**src/acc_pkg.sv**
```systemverilog
// constants and types shared by the converter control block
package acc_pkg;
    // ------------------------------------------------------------
    // register map
    // ------------------------------------------------------------
    localparam int          ADDR_W        = 16;
    localparam logic [15:0] OFS_CSR       = 16'h0034;
    localparam logic [15:0] OFS_RES_HI    = 16'h0035;
    localparam logic [15:0] OFS_RES_LO    = 16'h0036;
    localparam logic [15:0] OFS_IRQ_STAT  = 16'h0037;
    localparam logic [15:0] OFS_IRQ_MASK  = 16'h0038;
    localparam logic [7:0]  RST_BYTE      = 8'h00;
    // ------------------------------------------------------------
    // field positions
    // ------------------------------------------------------------
    localparam int CSR_FLAG    = 7;
    localparam int CSR_RATE    = 6;
    localparam int CSR_ON      = 5;
    localparam int CH_W        = 3;
    localparam int LO_SLOW     = 3;
    localparam int IRQ_DONE    = 0;
    localparam int RES_W       = 10;
    // ------------------------------------------------------------
    // timing counts: phase lengths in converter clock ticks, divider limits in cpu clocks less one
    // ------------------------------------------------------------
    localparam int SAMPLE_TICKS = 4;
    localparam int HOLD_TICKS   = 8;
    localparam logic [1:0] DIV_FULL_M1    = 2'h0;
    localparam logic [1:0] DIV_HALF_M1    = 2'h1;
    localparam logic [1:0] DIV_QUARTER_M1 = 2'h3;
    // ------------------------------------------------------------
    // conversion phases, gray coded
    // ------------------------------------------------------------
    typedef enum logic [1:0] {
        ACC_IDLE   = 2'h0,
        ACC_SAMPLE = 2'h1,
        ACC_HOLD   = 2'h3
    } acc_phase_t;
endpackage

```
**src/acc_seq_if.sv**
```systemverilog
// link between control, converter clock divider and phase sequencer
`timescale 1ns/1ps
interface acc_seq_if;
    logic tick;
    logic run;
    logic restart;
    logic slow;
    logic rate;
    logic sample;
    logic hold;
    logic done;
    modport ctl (output run, restart, slow, rate,
                 input  tick, sample, hold, done);
    modport gen (input run, slow, rate, output tick);
    modport seq (input tick, run, restart, output sample, hold, done);
endinterface

```
**src/acc_ctrl.sv**
```systemverilog
// converter control: registers, completion flag, phase control
//
// Summary of operation
// - each conversion is a sampling phase then an eight-tick hold
// - while on, sample and hold repeat back to back
// - setting the on bit powers up and starts the selected channel
// - completion stores the result and sets flag bit 7
// - flag clears on high result read or any control write
// - a channel change abandons, clears the flag and restarts
// - any control write while on aborts, clears flag, restarts
// - clearing bit 5 powers the converter down, no conversions
// - cpu wait mode leaves conversions untouched
// - halt disables the converter; software waits after wakeup
// - bit 7 read only, 6 rate, 5 on, 4:3 reserved zero
// - channel codes 000 to 100 select inputs zero to four
// - converter clock is cpu/2, cpu, or cpu/4 when slow set
// - high result byte shows result bits 9 to 2
// - low byte shows result 1:0 and slow at bit 3, rest zero
// - reset clears all five registers to zero
//
// Added by the designer: strobed register access.
`timescale 1ns/1ps
module acc_ctrl
    import acc_pkg::*;
(
    input  wire logic              sys_clk,
    input  wire logic              rst_n,
    input  wire logic [ADDR_W-1:0] reg_addr,
    input  wire logic [7:0]        reg_wdata,
    input  wire logic              reg_wr,
    input  wire logic              reg_rd,
    output logic      [7:0]        reg_rdata,
    input  wire logic              halt_mode,
    input  wire logic [RES_W-1:0]  ana_result,
    output logic                   ana_power,
    output logic      [CH_W-1:0]   ana_channel,
    output logic                   ana_sample,
    output logic                   ana_hold,
    output logic                   irq
);
    // ------------------------------------------------------------
    // state
    // ------------------------------------------------------------
    typedef struct packed {
        logic             on;
        logic             rate;
        logic [CH_W-1:0]  chan;
        logic             flag;
        logic             slow;
        logic [RES_W-1:0] res;
        logic             ist;
        logic             imsk;
        logic [7:0]       rdata;
        logic             run_prev;
    } acc_ctrl_st_t;

    acc_ctrl_st_t s_q;
    acc_ctrl_st_t s_d;

    acc_seq_if sif ();

    logic csr_wr;
    logic lo_wr;
    logic ist_wr;
    logic msk_wr;
    logic hi_rd;
    logic run;
    logic restart;
    logic done_ok;

    // ------------------------------------------------------------
    // sub blocks
    // ------------------------------------------------------------
    acc_tick_gen u_tick (
        .sys_clk (sys_clk),
        .rst_n   (rst_n),
        .t       (sif.gen)
    );

    acc_phase_seq #(
        .SAMPLE_N (SAMPLE_TICKS),
        .HOLD_N   (HOLD_TICKS)
    ) u_seq (
        .sys_clk (sys_clk),
        .rst_n   (rst_n),
        .t       (sif.seq)
    );

    // ------------------------------------------------------------
    // access decode and phase control
    // ------------------------------------------------------------
    assign csr_wr = reg_wr && (reg_addr == OFS_CSR);
    assign lo_wr  = reg_wr && (reg_addr == OFS_RES_LO);
    assign ist_wr = reg_wr && (reg_addr == OFS_IRQ_STAT);
    assign msk_wr = reg_wr && (reg_addr == OFS_IRQ_MASK);
    assign hi_rd  = reg_rd && (reg_addr == OFS_RES_HI);

    // cpu wait is not an input here
    assign run = s_q.on && !halt_mode;

    assign restart = (csr_wr && s_q.on) || (run && !s_q.run_prev);

    // a conversion abandoned by a control write never completes
    assign done_ok = sif.done && !csr_wr;

    assign sif.run     = run;
    assign sif.restart = restart;
    assign sif.slow    = s_q.slow;
    assign sif.rate    = s_q.rate;

    // ------------------------------------------------------------
    // next state
    // ------------------------------------------------------------
    always_comb begin
        s_d          = s_q;
        s_d.run_prev = run;
        if (csr_wr) begin
            s_d.on   = reg_wdata[CSR_ON];
            s_d.rate = reg_wdata[CSR_RATE];
            s_d.chan = reg_wdata[CH_W-1:0];
        end
        if (lo_wr) begin
            s_d.slow = reg_wdata[LO_SLOW];
        end
        if (msk_wr) begin
            s_d.imsk = reg_wdata[IRQ_DONE];
        end
        if (hi_rd || csr_wr) begin
            s_d.flag = 1'b0;
        end
        if (ist_wr && reg_wdata[IRQ_DONE]) begin
            s_d.ist = 1'b0;
        end
        if (done_ok) begin
            s_d.res  = ana_result;
            s_d.flag = 1'b1;
            s_d.ist  = 1'b1;
        end
        s_d.rdata = RST_BYTE;
        if (reg_rd) begin
            case (reg_addr)
                OFS_CSR: begin
                    s_d.rdata = {s_q.flag, s_q.rate, s_q.on, 2'h0,
                                 s_q.chan};
                end
                OFS_RES_HI: begin
                    s_d.rdata = s_q.res[RES_W-1:2];
                end
                OFS_RES_LO: begin
                    s_d.rdata = {4'h0, s_q.slow, 1'b0, s_q.res[1:0]};
                end
                OFS_IRQ_STAT: begin
                    s_d.rdata = {7'h00, s_q.ist};
                end
                OFS_IRQ_MASK: begin
                    s_d.rdata = {7'h00, s_q.imsk};
                end
                default: begin
                    s_d.rdata = RST_BYTE;
                end
            endcase
        end
    end

    // ------------------------------------------------------------
    // state register
    // ------------------------------------------------------------
    // everything clears on reset
    always_ff @(posedge sys_clk) begin
        if (!rst_n) begin
            s_q <= '0;
        end else begin
            s_q <= s_d;
        end
    end

    // ------------------------------------------------------------
    // outputs
    // ------------------------------------------------------------
    assign reg_rdata   = s_q.rdata;
    assign ana_power   = run;
    assign ana_channel = s_q.chan;
    assign ana_sample  = sif.sample;
    assign ana_hold    = sif.hold;
    assign irq         = s_q.ist && s_q.imsk;
endmodule // acc_ctrl

```
**src/acc_tick_gen.sv**
```systemverilog
// converter clock enable from the cpu clock
`timescale 1ns/1ps
module acc_tick_gen
    import acc_pkg::*;
(
    input wire logic sys_clk,
    input wire logic rst_n,
    acc_seq_if.gen   t
);
    typedef struct packed {
        logic [1:0] cnt;
        logic       tick;
    } acc_tick_st_t;

    acc_tick_st_t s_q;
    acc_tick_st_t s_d;
    logic [1:0]   lim;

    always_comb begin
        if (t.slow) begin
            lim = DIV_QUARTER_M1;
        end else if (t.rate) begin
            lim = DIV_FULL_M1;
        end else begin
            lim = DIV_HALF_M1;
        end
        s_d      = s_q;
        s_d.tick = 1'b0;
        if (!t.run) begin
            s_d.cnt = 2'h0;
        end else if (s_q.cnt >= lim) begin
            s_d.cnt  = 2'h0;
            s_d.tick = 1'b1;
        end else begin
            s_d.cnt = s_q.cnt + 2'h1;
        end
    end

    always_ff @(posedge sys_clk) begin
        if (!rst_n) begin
            s_q <= '0;
        end else begin
            s_q <= s_d;
        end
    end

    assign t.tick = s_q.tick;
endmodule // acc_tick_gen

```
**src/acc_phase_seq.sv**
```systemverilog
// sample and hold phase sequencer
`timescale 1ns/1ps
module acc_phase_seq
    import acc_pkg::*;
#(
    parameter int SAMPLE_N = SAMPLE_TICKS,
    parameter int HOLD_N   = HOLD_TICKS
) (
    input wire logic sys_clk,
    input wire logic rst_n,
    acc_seq_if.seq   t
);
    typedef struct packed {
        acc_phase_t ph;
        logic [3:0] cnt;
        logic       done;
    } acc_seq_st_t;

    acc_seq_st_t s_q;
    acc_seq_st_t s_d;

    always_comb begin
        s_d      = s_q;
        s_d.done = 1'b0;
        if (!t.run) begin
            s_d.ph  = ACC_IDLE;
            s_d.cnt = 4'h0;
        end else if (t.restart) begin
            s_d.ph  = ACC_SAMPLE;
            s_d.cnt = 4'h0;
        end else if (t.tick) begin
            case (s_q.ph)
                ACC_IDLE: begin
                    s_d.ph  = ACC_SAMPLE;
                    s_d.cnt = 4'h0;
                end
                ACC_SAMPLE: begin
                    if (s_q.cnt == 4'(SAMPLE_N - 1)) begin
                        s_d.ph  = ACC_HOLD;
                        s_d.cnt = 4'h0;
                    end else begin
                        s_d.cnt = s_q.cnt + 4'h1;
                    end
                end
                ACC_HOLD: begin
                    if (s_q.cnt == 4'(HOLD_N - 1)) begin
                        s_d.ph   = ACC_SAMPLE;
                        s_d.cnt  = 4'h0;
                        s_d.done = 1'b1;
                    end else begin
                        s_d.cnt = s_q.cnt + 4'h1;
                    end
                end
                default: begin
                    s_d.ph  = ACC_IDLE;
                    s_d.cnt = 4'h0;
                end
            endcase
        end
    end

    always_ff @(posedge sys_clk) begin
        if (!rst_n) begin
            s_q <= '0;
        end else begin
            s_q <= s_d;
        end
    end

    assign t.sample = (s_q.ph == ACC_SAMPLE);
    assign t.hold   = (s_q.ph == ACC_HOLD);
    assign t.done   = s_q.done;
endmodule // acc_phase_seq

```
**config.mk**
```make
export PLATFORM = sky130hd
export DESIGN_NAME = acc_ctrl
export DESIGN_NICKNAME = d
export VERILOG_FILES = /design/src/acc_pkg.sv /design/src/acc_seq_if.sv /design/src/acc_ctrl.sv /design/src/acc_tick_gen.sv /design/src/acc_phase_seq.sv
export SDC_FILE = /design/constraint.sdc
export NUM_CORES = 1
export LEC_CHECK = 0
export BUFFER_PORTS_ARGS = -buffer_cell sky130_fd_sc_hd__buf_2
export CORE_UTILIZATION = 45
export DETAILED_ROUTE_END_ITERATION = 16
export PLACE_DENSITY = 0.7
export SETUP_SLACK_MARGIN = 0.2
export SLEW_MARGIN = 40
export SYNTH_ARGS = -nofsm -noshare
export SYNTH_HDL_FRONTEND = slang
export SYNTH_HIERARCHICAL = 1
export SYNTH_SLANG_ARGS = --single-unit
```
**constraint.sdc**
```tcl
create_clock -name sys_clk -period 4.5 [get_ports sys_clk]
set_input_delay 0 -clock sys_clk [delete_from_list [all_inputs] [get_ports sys_clk]]
set_output_delay 0 -clock sys_clk [all_outputs]
set_load 0.01 [all_outputs]
```
* After elaboration in Yosys (flattened, before gate mapping)
Cells that the tools add are included.
** Storage, ports and cells
- Output and inout port bits :: 15
- Logic and storage cells :: 80
- Bits in registers :: 38
- Input port bits :: 39
** Cells by class
- Bitwise gates (word level) :: 4
- $add $sub $neg :: 2
- Magnitude comparators :: 1
- Eq/ne operators :: 13
- Reductions and logical operators :: 27
- Muxes and demuxes :: 17
** Operators by type and width (number)
- $eq A16 B6 Y1 const B :: 5
- $pmux W8 S5 :: 1
- $pmux W6 S3 :: 1
- $logic_and A1 B1 Y1 :: 11
- $mux W1 :: 8
- $mux W4 :: 2
- $mux W2 :: 3
- $mux W6 :: 1
- $ne A3 B1 Y1 const B :: 2
- $reduce_and A3 Y1 :: 2
- $reduce_bool A2 Y1 :: 3
- $reduce_or A3 Y1 :: 2
- $mux W5 :: 1
- $reduce_or A5 Y1 :: 1
- $add A4 B1 Y4 const B :: 1
- $eq A4 B2 Y1 const B :: 1
- $eq A4 B3 Y1 const B :: 1
- $ne A2 B1 Y1 const B :: 2
- $not A1 Y1 :: 4
- $reduce_and A2 Y1 :: 2
- $logic_not A1 Y1 :: 3
- $add A2 B1 Y2 const B :: 1
- $eq A2 B1 Y1 const B :: 1
- $eq A2 B2 Y1 const B :: 1
- 3 further kinds :: 4

* Logic depth before layout (Yosys ltp)
- Depth after elaboration :: 6
- Gate-level depth with buffers :: 7
- Mapped depth without buffers :: 6

* Hierarchy
The synthesis kept the hierarchy.
** By module, submodules not included
- acc_ctrl :: area an instance 1503.9 um^2, times used 1, seq. area each 560.5 um^2, cells an instance 173
- acc_phase_seq :: area an instance 371.6 um^2, times used 1, seq. area each 140.1 um^2, cells an instance 42
- acc_tick_gen :: area an instance 160.2 um^2, times used 1, seq. area each 60.1 um^2, cells an instance 15

* Least setup slack after synthesis
Ideal clock, no wire load.
- Path type :: input to register
- Start :: input reg_addr[7]
- End :: register u_seq/s_q[1] in the netlist's numbering
- Path buffers :: 0
- Path slack :: 2.977 ns
- Cell stages on the path :: 6
- Data required time :: 4.385 ns
- Data arrival time :: 1.408 ns
- Library setup time :: 0.115 ns
- Cell sequence :: nor4bb_1 > nand3_1 > nor2_2 > o21a_1 > nand3b_1 > o21ba_2
** Between the ends
- Longest elaborated chain between the ends :: 5
** Ends and longest elaborated chain
- start, declared :: line acc_ctrl.sv:28 : input wire logic [ADDR_W-1:0] reg_addr,
- $eq A16 B6 Y1 :: line acc_ctrl.sv:92 : assign csr_wr = reg_wr && (reg_addr == OFS_CSR);
- $logic_and A1 B1 Y1 :: line acc_ctrl.sv:92
- $logic_and A1 B1 Y1 :: line acc_ctrl.sv:101 : assign restart = (csr_wr && s_q.on) || (run && !s_q.run_prev);
- $logic_or A1 B1 Y1 :: line acc_ctrl.sv:101
- named net restart :: line acc_ctrl.sv:68 : logic restart;
- $reduce_or A3 Y1 (no line)
- end signal, assigned :: line acc_phase_seq.sv:64 : s_q <= '0;
- end signal, assigned :: line acc_phase_seq.sv:66 : s_q <= s_d;
- end, declared :: line acc_phase_seq.sv:19 : acc_seq_st_t s_q;
The timed path passes the listed nets, and every way through them passes these cells.
A chain may end at the register's enable or synchronous reset.

* Worst setup path after layout
- Start :: input reg_addr[3]
- End :: register u_seq/s_q[1] in the netlist's numbering
Same word-level chain as after synthesis.

==> metrics.md <==
| Metric | Value |
|---|---|
| Reg-to-reg critical path startpoint | `u_seq/t.done` |
| Crit path from | `reg_addr[3]` |
| Hold Path End | `s_q[9]` |
| Sw frac | `21.7%` |
| # IOs | `54` |
| Clock Pin Slew Worst Setup and Hold Paths | `0.07 ns` |
| Initial Util | `between 40 and 50%` |
| Core ar. | `~0.0044 sq mm` |
| Tcrit/Tclk final | `around two fifths` |
| Combinational power share | `6.8%` |
| Post-synth net total | `272` |
| Power per Cell Area | `255 mW/mm^2` |
| Worst hold path type | `primary input to flip-flop` |
| Fraction of layout cells with a size suffix above 1 | `between 20% and 30%` |
| Worst setup margin | `around 2.6 ns` |
| DP Wirelength | `2.90 mm` |
| Synth Warn # | `6` |
| Total CTS buffers | `5` |
| Syn avg cell area | `about 9 sq um` |
| Sw power | `132 uW` |
| Final Non-Filler Cells | `322` |
| Routed wire length per instance | `12.7 um` |
| Most frequent cells in the layout | `51 x buf_2, 38 x dfxtp_1, 29 x nand2_1, 17 x nor3_1, 11 x mux2i_1` |
| Total number of vias | `~1700` |
| Inserted Diodes | `0` |
| # DRC | `0` |
| Clk Tree Root Cell | `clkbuf_8` |
| Initial antenna violation count | `0` |
| Pins Over Slew Limit | `0` |
| Die Y | `between 60 and 70 um` |
| Crit Path Class | `primary input to flip-flop` |
| Row count | `24` |
| Setup WS pre-CTS | `2.30 ns` |
| CP max FO | `23` |
| P_leak | `1.04 nW` |
| First-pass GRT wire length | `6.82 mm` |
| Detailed-router iteration count before antenna repair | `4` |
| Worst-Skew Late Latency | `0.29 ns` |
| RSZ-0062 raised after global routing | `no` |
| Startpoint type of the worst setup path | `primary input` |
| Iteration-0 DRC Markers | `104` |
| Slew HR | `50.6%` |
| Clock share of power | `38.0%` |
| Vias per cell | `5.42` |
| Prevailing post-synth register cell | `dfxtp_1` |
| Largest net degree at the start of global routing | `52` |
| DIE WIDTH | `69.3 um` |
| Die ar. | `0.00480 sq mm` |
| Sequential share of power | `55.2%` |
| Most common cell after layout, fill and taps aside | `buf_2` |
| Synth Cell Area | `0.00204 sq mm` |
| Internal | `~480 uW` |
| Setup violators final | `0` |
| Cell variety after synth | `46` |
| Post-route ant nets | `0` |
| WP data arrival | `approximately 2 ns` |
| Worst R2R Path Depth | `3` |
| Post-synth EDFFs | `0` |
| Post-synthesis sequential area ratio | `between 30% and 40%` |
| Worst slew pin tran | `0.741 ns` |
| RD Place Congestion | `0.819` |
| Crit. End Element | `flip-flop` |
| Post-synthesis cell count | `230` |
| Final hold violations | `0` |
| Hold Crit Depth | `3` |
| Fin nets | `approximately 310` |
| Reg2reg end | `s_q[11]` |
| CTS tree | `yes` |
| Routed wire length | `4.10 mm` |
| Clock Tree Buf Depth | `2` |
| Grt ovf | `0` |
| Synth-to-layout area growth | `17.5%` |
| Clock period minus worst slack | `1.87 ns` |
| Placed Instances | `308` |
| Required time worst endpoint | `4.69 ns` |
| All-Layer GR Usage | `17.7%` |
| F_max | `around 0.53 GHz` |
| TritonCTS Sinks | `38` |
| CTS resizes | `0` |
| Reg2reg setup slack | `2.98 ns` |
| WHS | `0.0257 ns` |
| Outcome | `complete, no violations` |
| Hold_sp | `reg_wr` |
| Skew final | `0.00373 ns` |
| Maximum Capacitance Violations | `0` |
| Synth Register Bits | `38` |
| Async set or reset register ratio after synthesis | `0%` |
| Max IR drop VDD | `around 0.14 mV` |
| Number of global-route vias before repair | `1439` |
| PortBufs | `51` |
| Total negative slack | `0 ns` |
| H-tree depth | `2` |
| Final core utilization | `54.9%` |
## routing by layer
metal	global-route usage, %	wire length (um)
met5	0	0
met2	24.4	1780
met3	4.51	167
met1	26.4	2070
met4	6.12	74
## state kept, by name, summed over array words and instances (netlist names)
| name | cells |
|---|---|
| sif.rate | 1 |
| u_tick/t.tick | 1 |
| s_q | 15 |
| sif.slow | 1 |
| reg_rdata | 8 |
| u_seq/s_q | 6 |
| ana_channel | 3 |
| u_seq/t.done | 1 |
| u_tick/s_q | 2 |
## synth_stat cells (all sizes together) (3+ instances only)
library cell	count	share of area, %
dfxtp	38	37
nand2	29	5.3
buf	17	5.8
nor3	17	4.2
mux2i	11	5.4
a211o	10	4.3
a32o	10	4.9
and3	10	3.1
nor2	10	2.0
clkbuf	9	1.7
nor2b	8	2.5
a21oi	6	1.7
inv	6	1.1
nand3	6	1.5
nor4	4	1.5
and2	3	0.92
ha	3	1.8
## worst max-delay path, stage by stage
cell and delay (ns):
buf_2 0.11, nand3b_4 0.16, or3_1 0.63, nor2_2 0.50, o21a_1 0.19, nand3b_1 0.26
o21ba_2 0.20
## logic make-up (layout without fill, tap and decap cells)
group | Yosys count | after routing | share of synthesized area [%]
multiplexers | 13 | 13 | 7.07
buffers and inverters | 32 | 72 | 8.60
flip-flops | 38 | 38 | 37.4
AND/OR/NAND/NOR | 101 | 101 | 26.9
XOR/XNOR | 2 | 2 | 0.861
adder cells (fa/ha/maj) | 3 | 3 | 1.84
AO/OA/AOI/OAI | 41 | 41 | 17.4
## final cells by class
| type | count | area (sq um) |
|---|---|---|
| Clock buffer | 6 | 82.6 |
| Timing Repair Buffer | 60 | 360 |
| Fill cell | 400 | 1960 |
| Multi-Input combinational cell | 160 | 1100 |
| Inverter | 6 | 22.5 |
| Sequential cell | 38 | 761 |
| Tap cell | 52 | 65.1 |
## metrics by stage
stage / total power, mW / area (sq um)
finish: 0.609 / 2390
global route: 0.630 / 2390
CTS: 0.611 / 2360
detailed placement: 0.378 / 2210
global placement: 0.378 / 2210
floorplan: 0.359 / 2040
## worst max path at each step
| stage | to | slack (ns) | depth (start not counted) |
|---|---|---|---|
| 4_1_cts | u_seq/s_q[1] | 2.61 | 7 |
| 3_3_place_gp | u_seq/s_q[1] | 2.35 | 7 |
| 2_1_floorplan | u_seq/s_q[1] | 2.98 | 6 |
| 5_1_grt | u_seq/s_q[1] | 2.49 | 7 |
| 6_report | u_seq/s_q[1] | 2.63 | 7 |
| 3_5_place_dp | u_seq/s_q[1] | 2.30 | 7 |
## power by group through the flow
stage,Clock (mW),Sequential (mW),Combinational [mW]
after floorplan,0,0.344,0.0155
after global placement,0,0.344,0.0338
after detailed placement,0,0.344,0.0342
after CTS,0.236,0.336,0.0388
after global routing,0.249,0.336,0.0453
final,0.231,0.336,0.0415
## timing repair
item | 4_1_cts | 5_1_grt
buffers inserted | 0 | 0
hold buffers | 7 | 0
endpoints found under the setup margin | 0 | 0
hold endpoints to repair | 7 | 0
No activity file was read; power rests on OpenSTA's default activity.
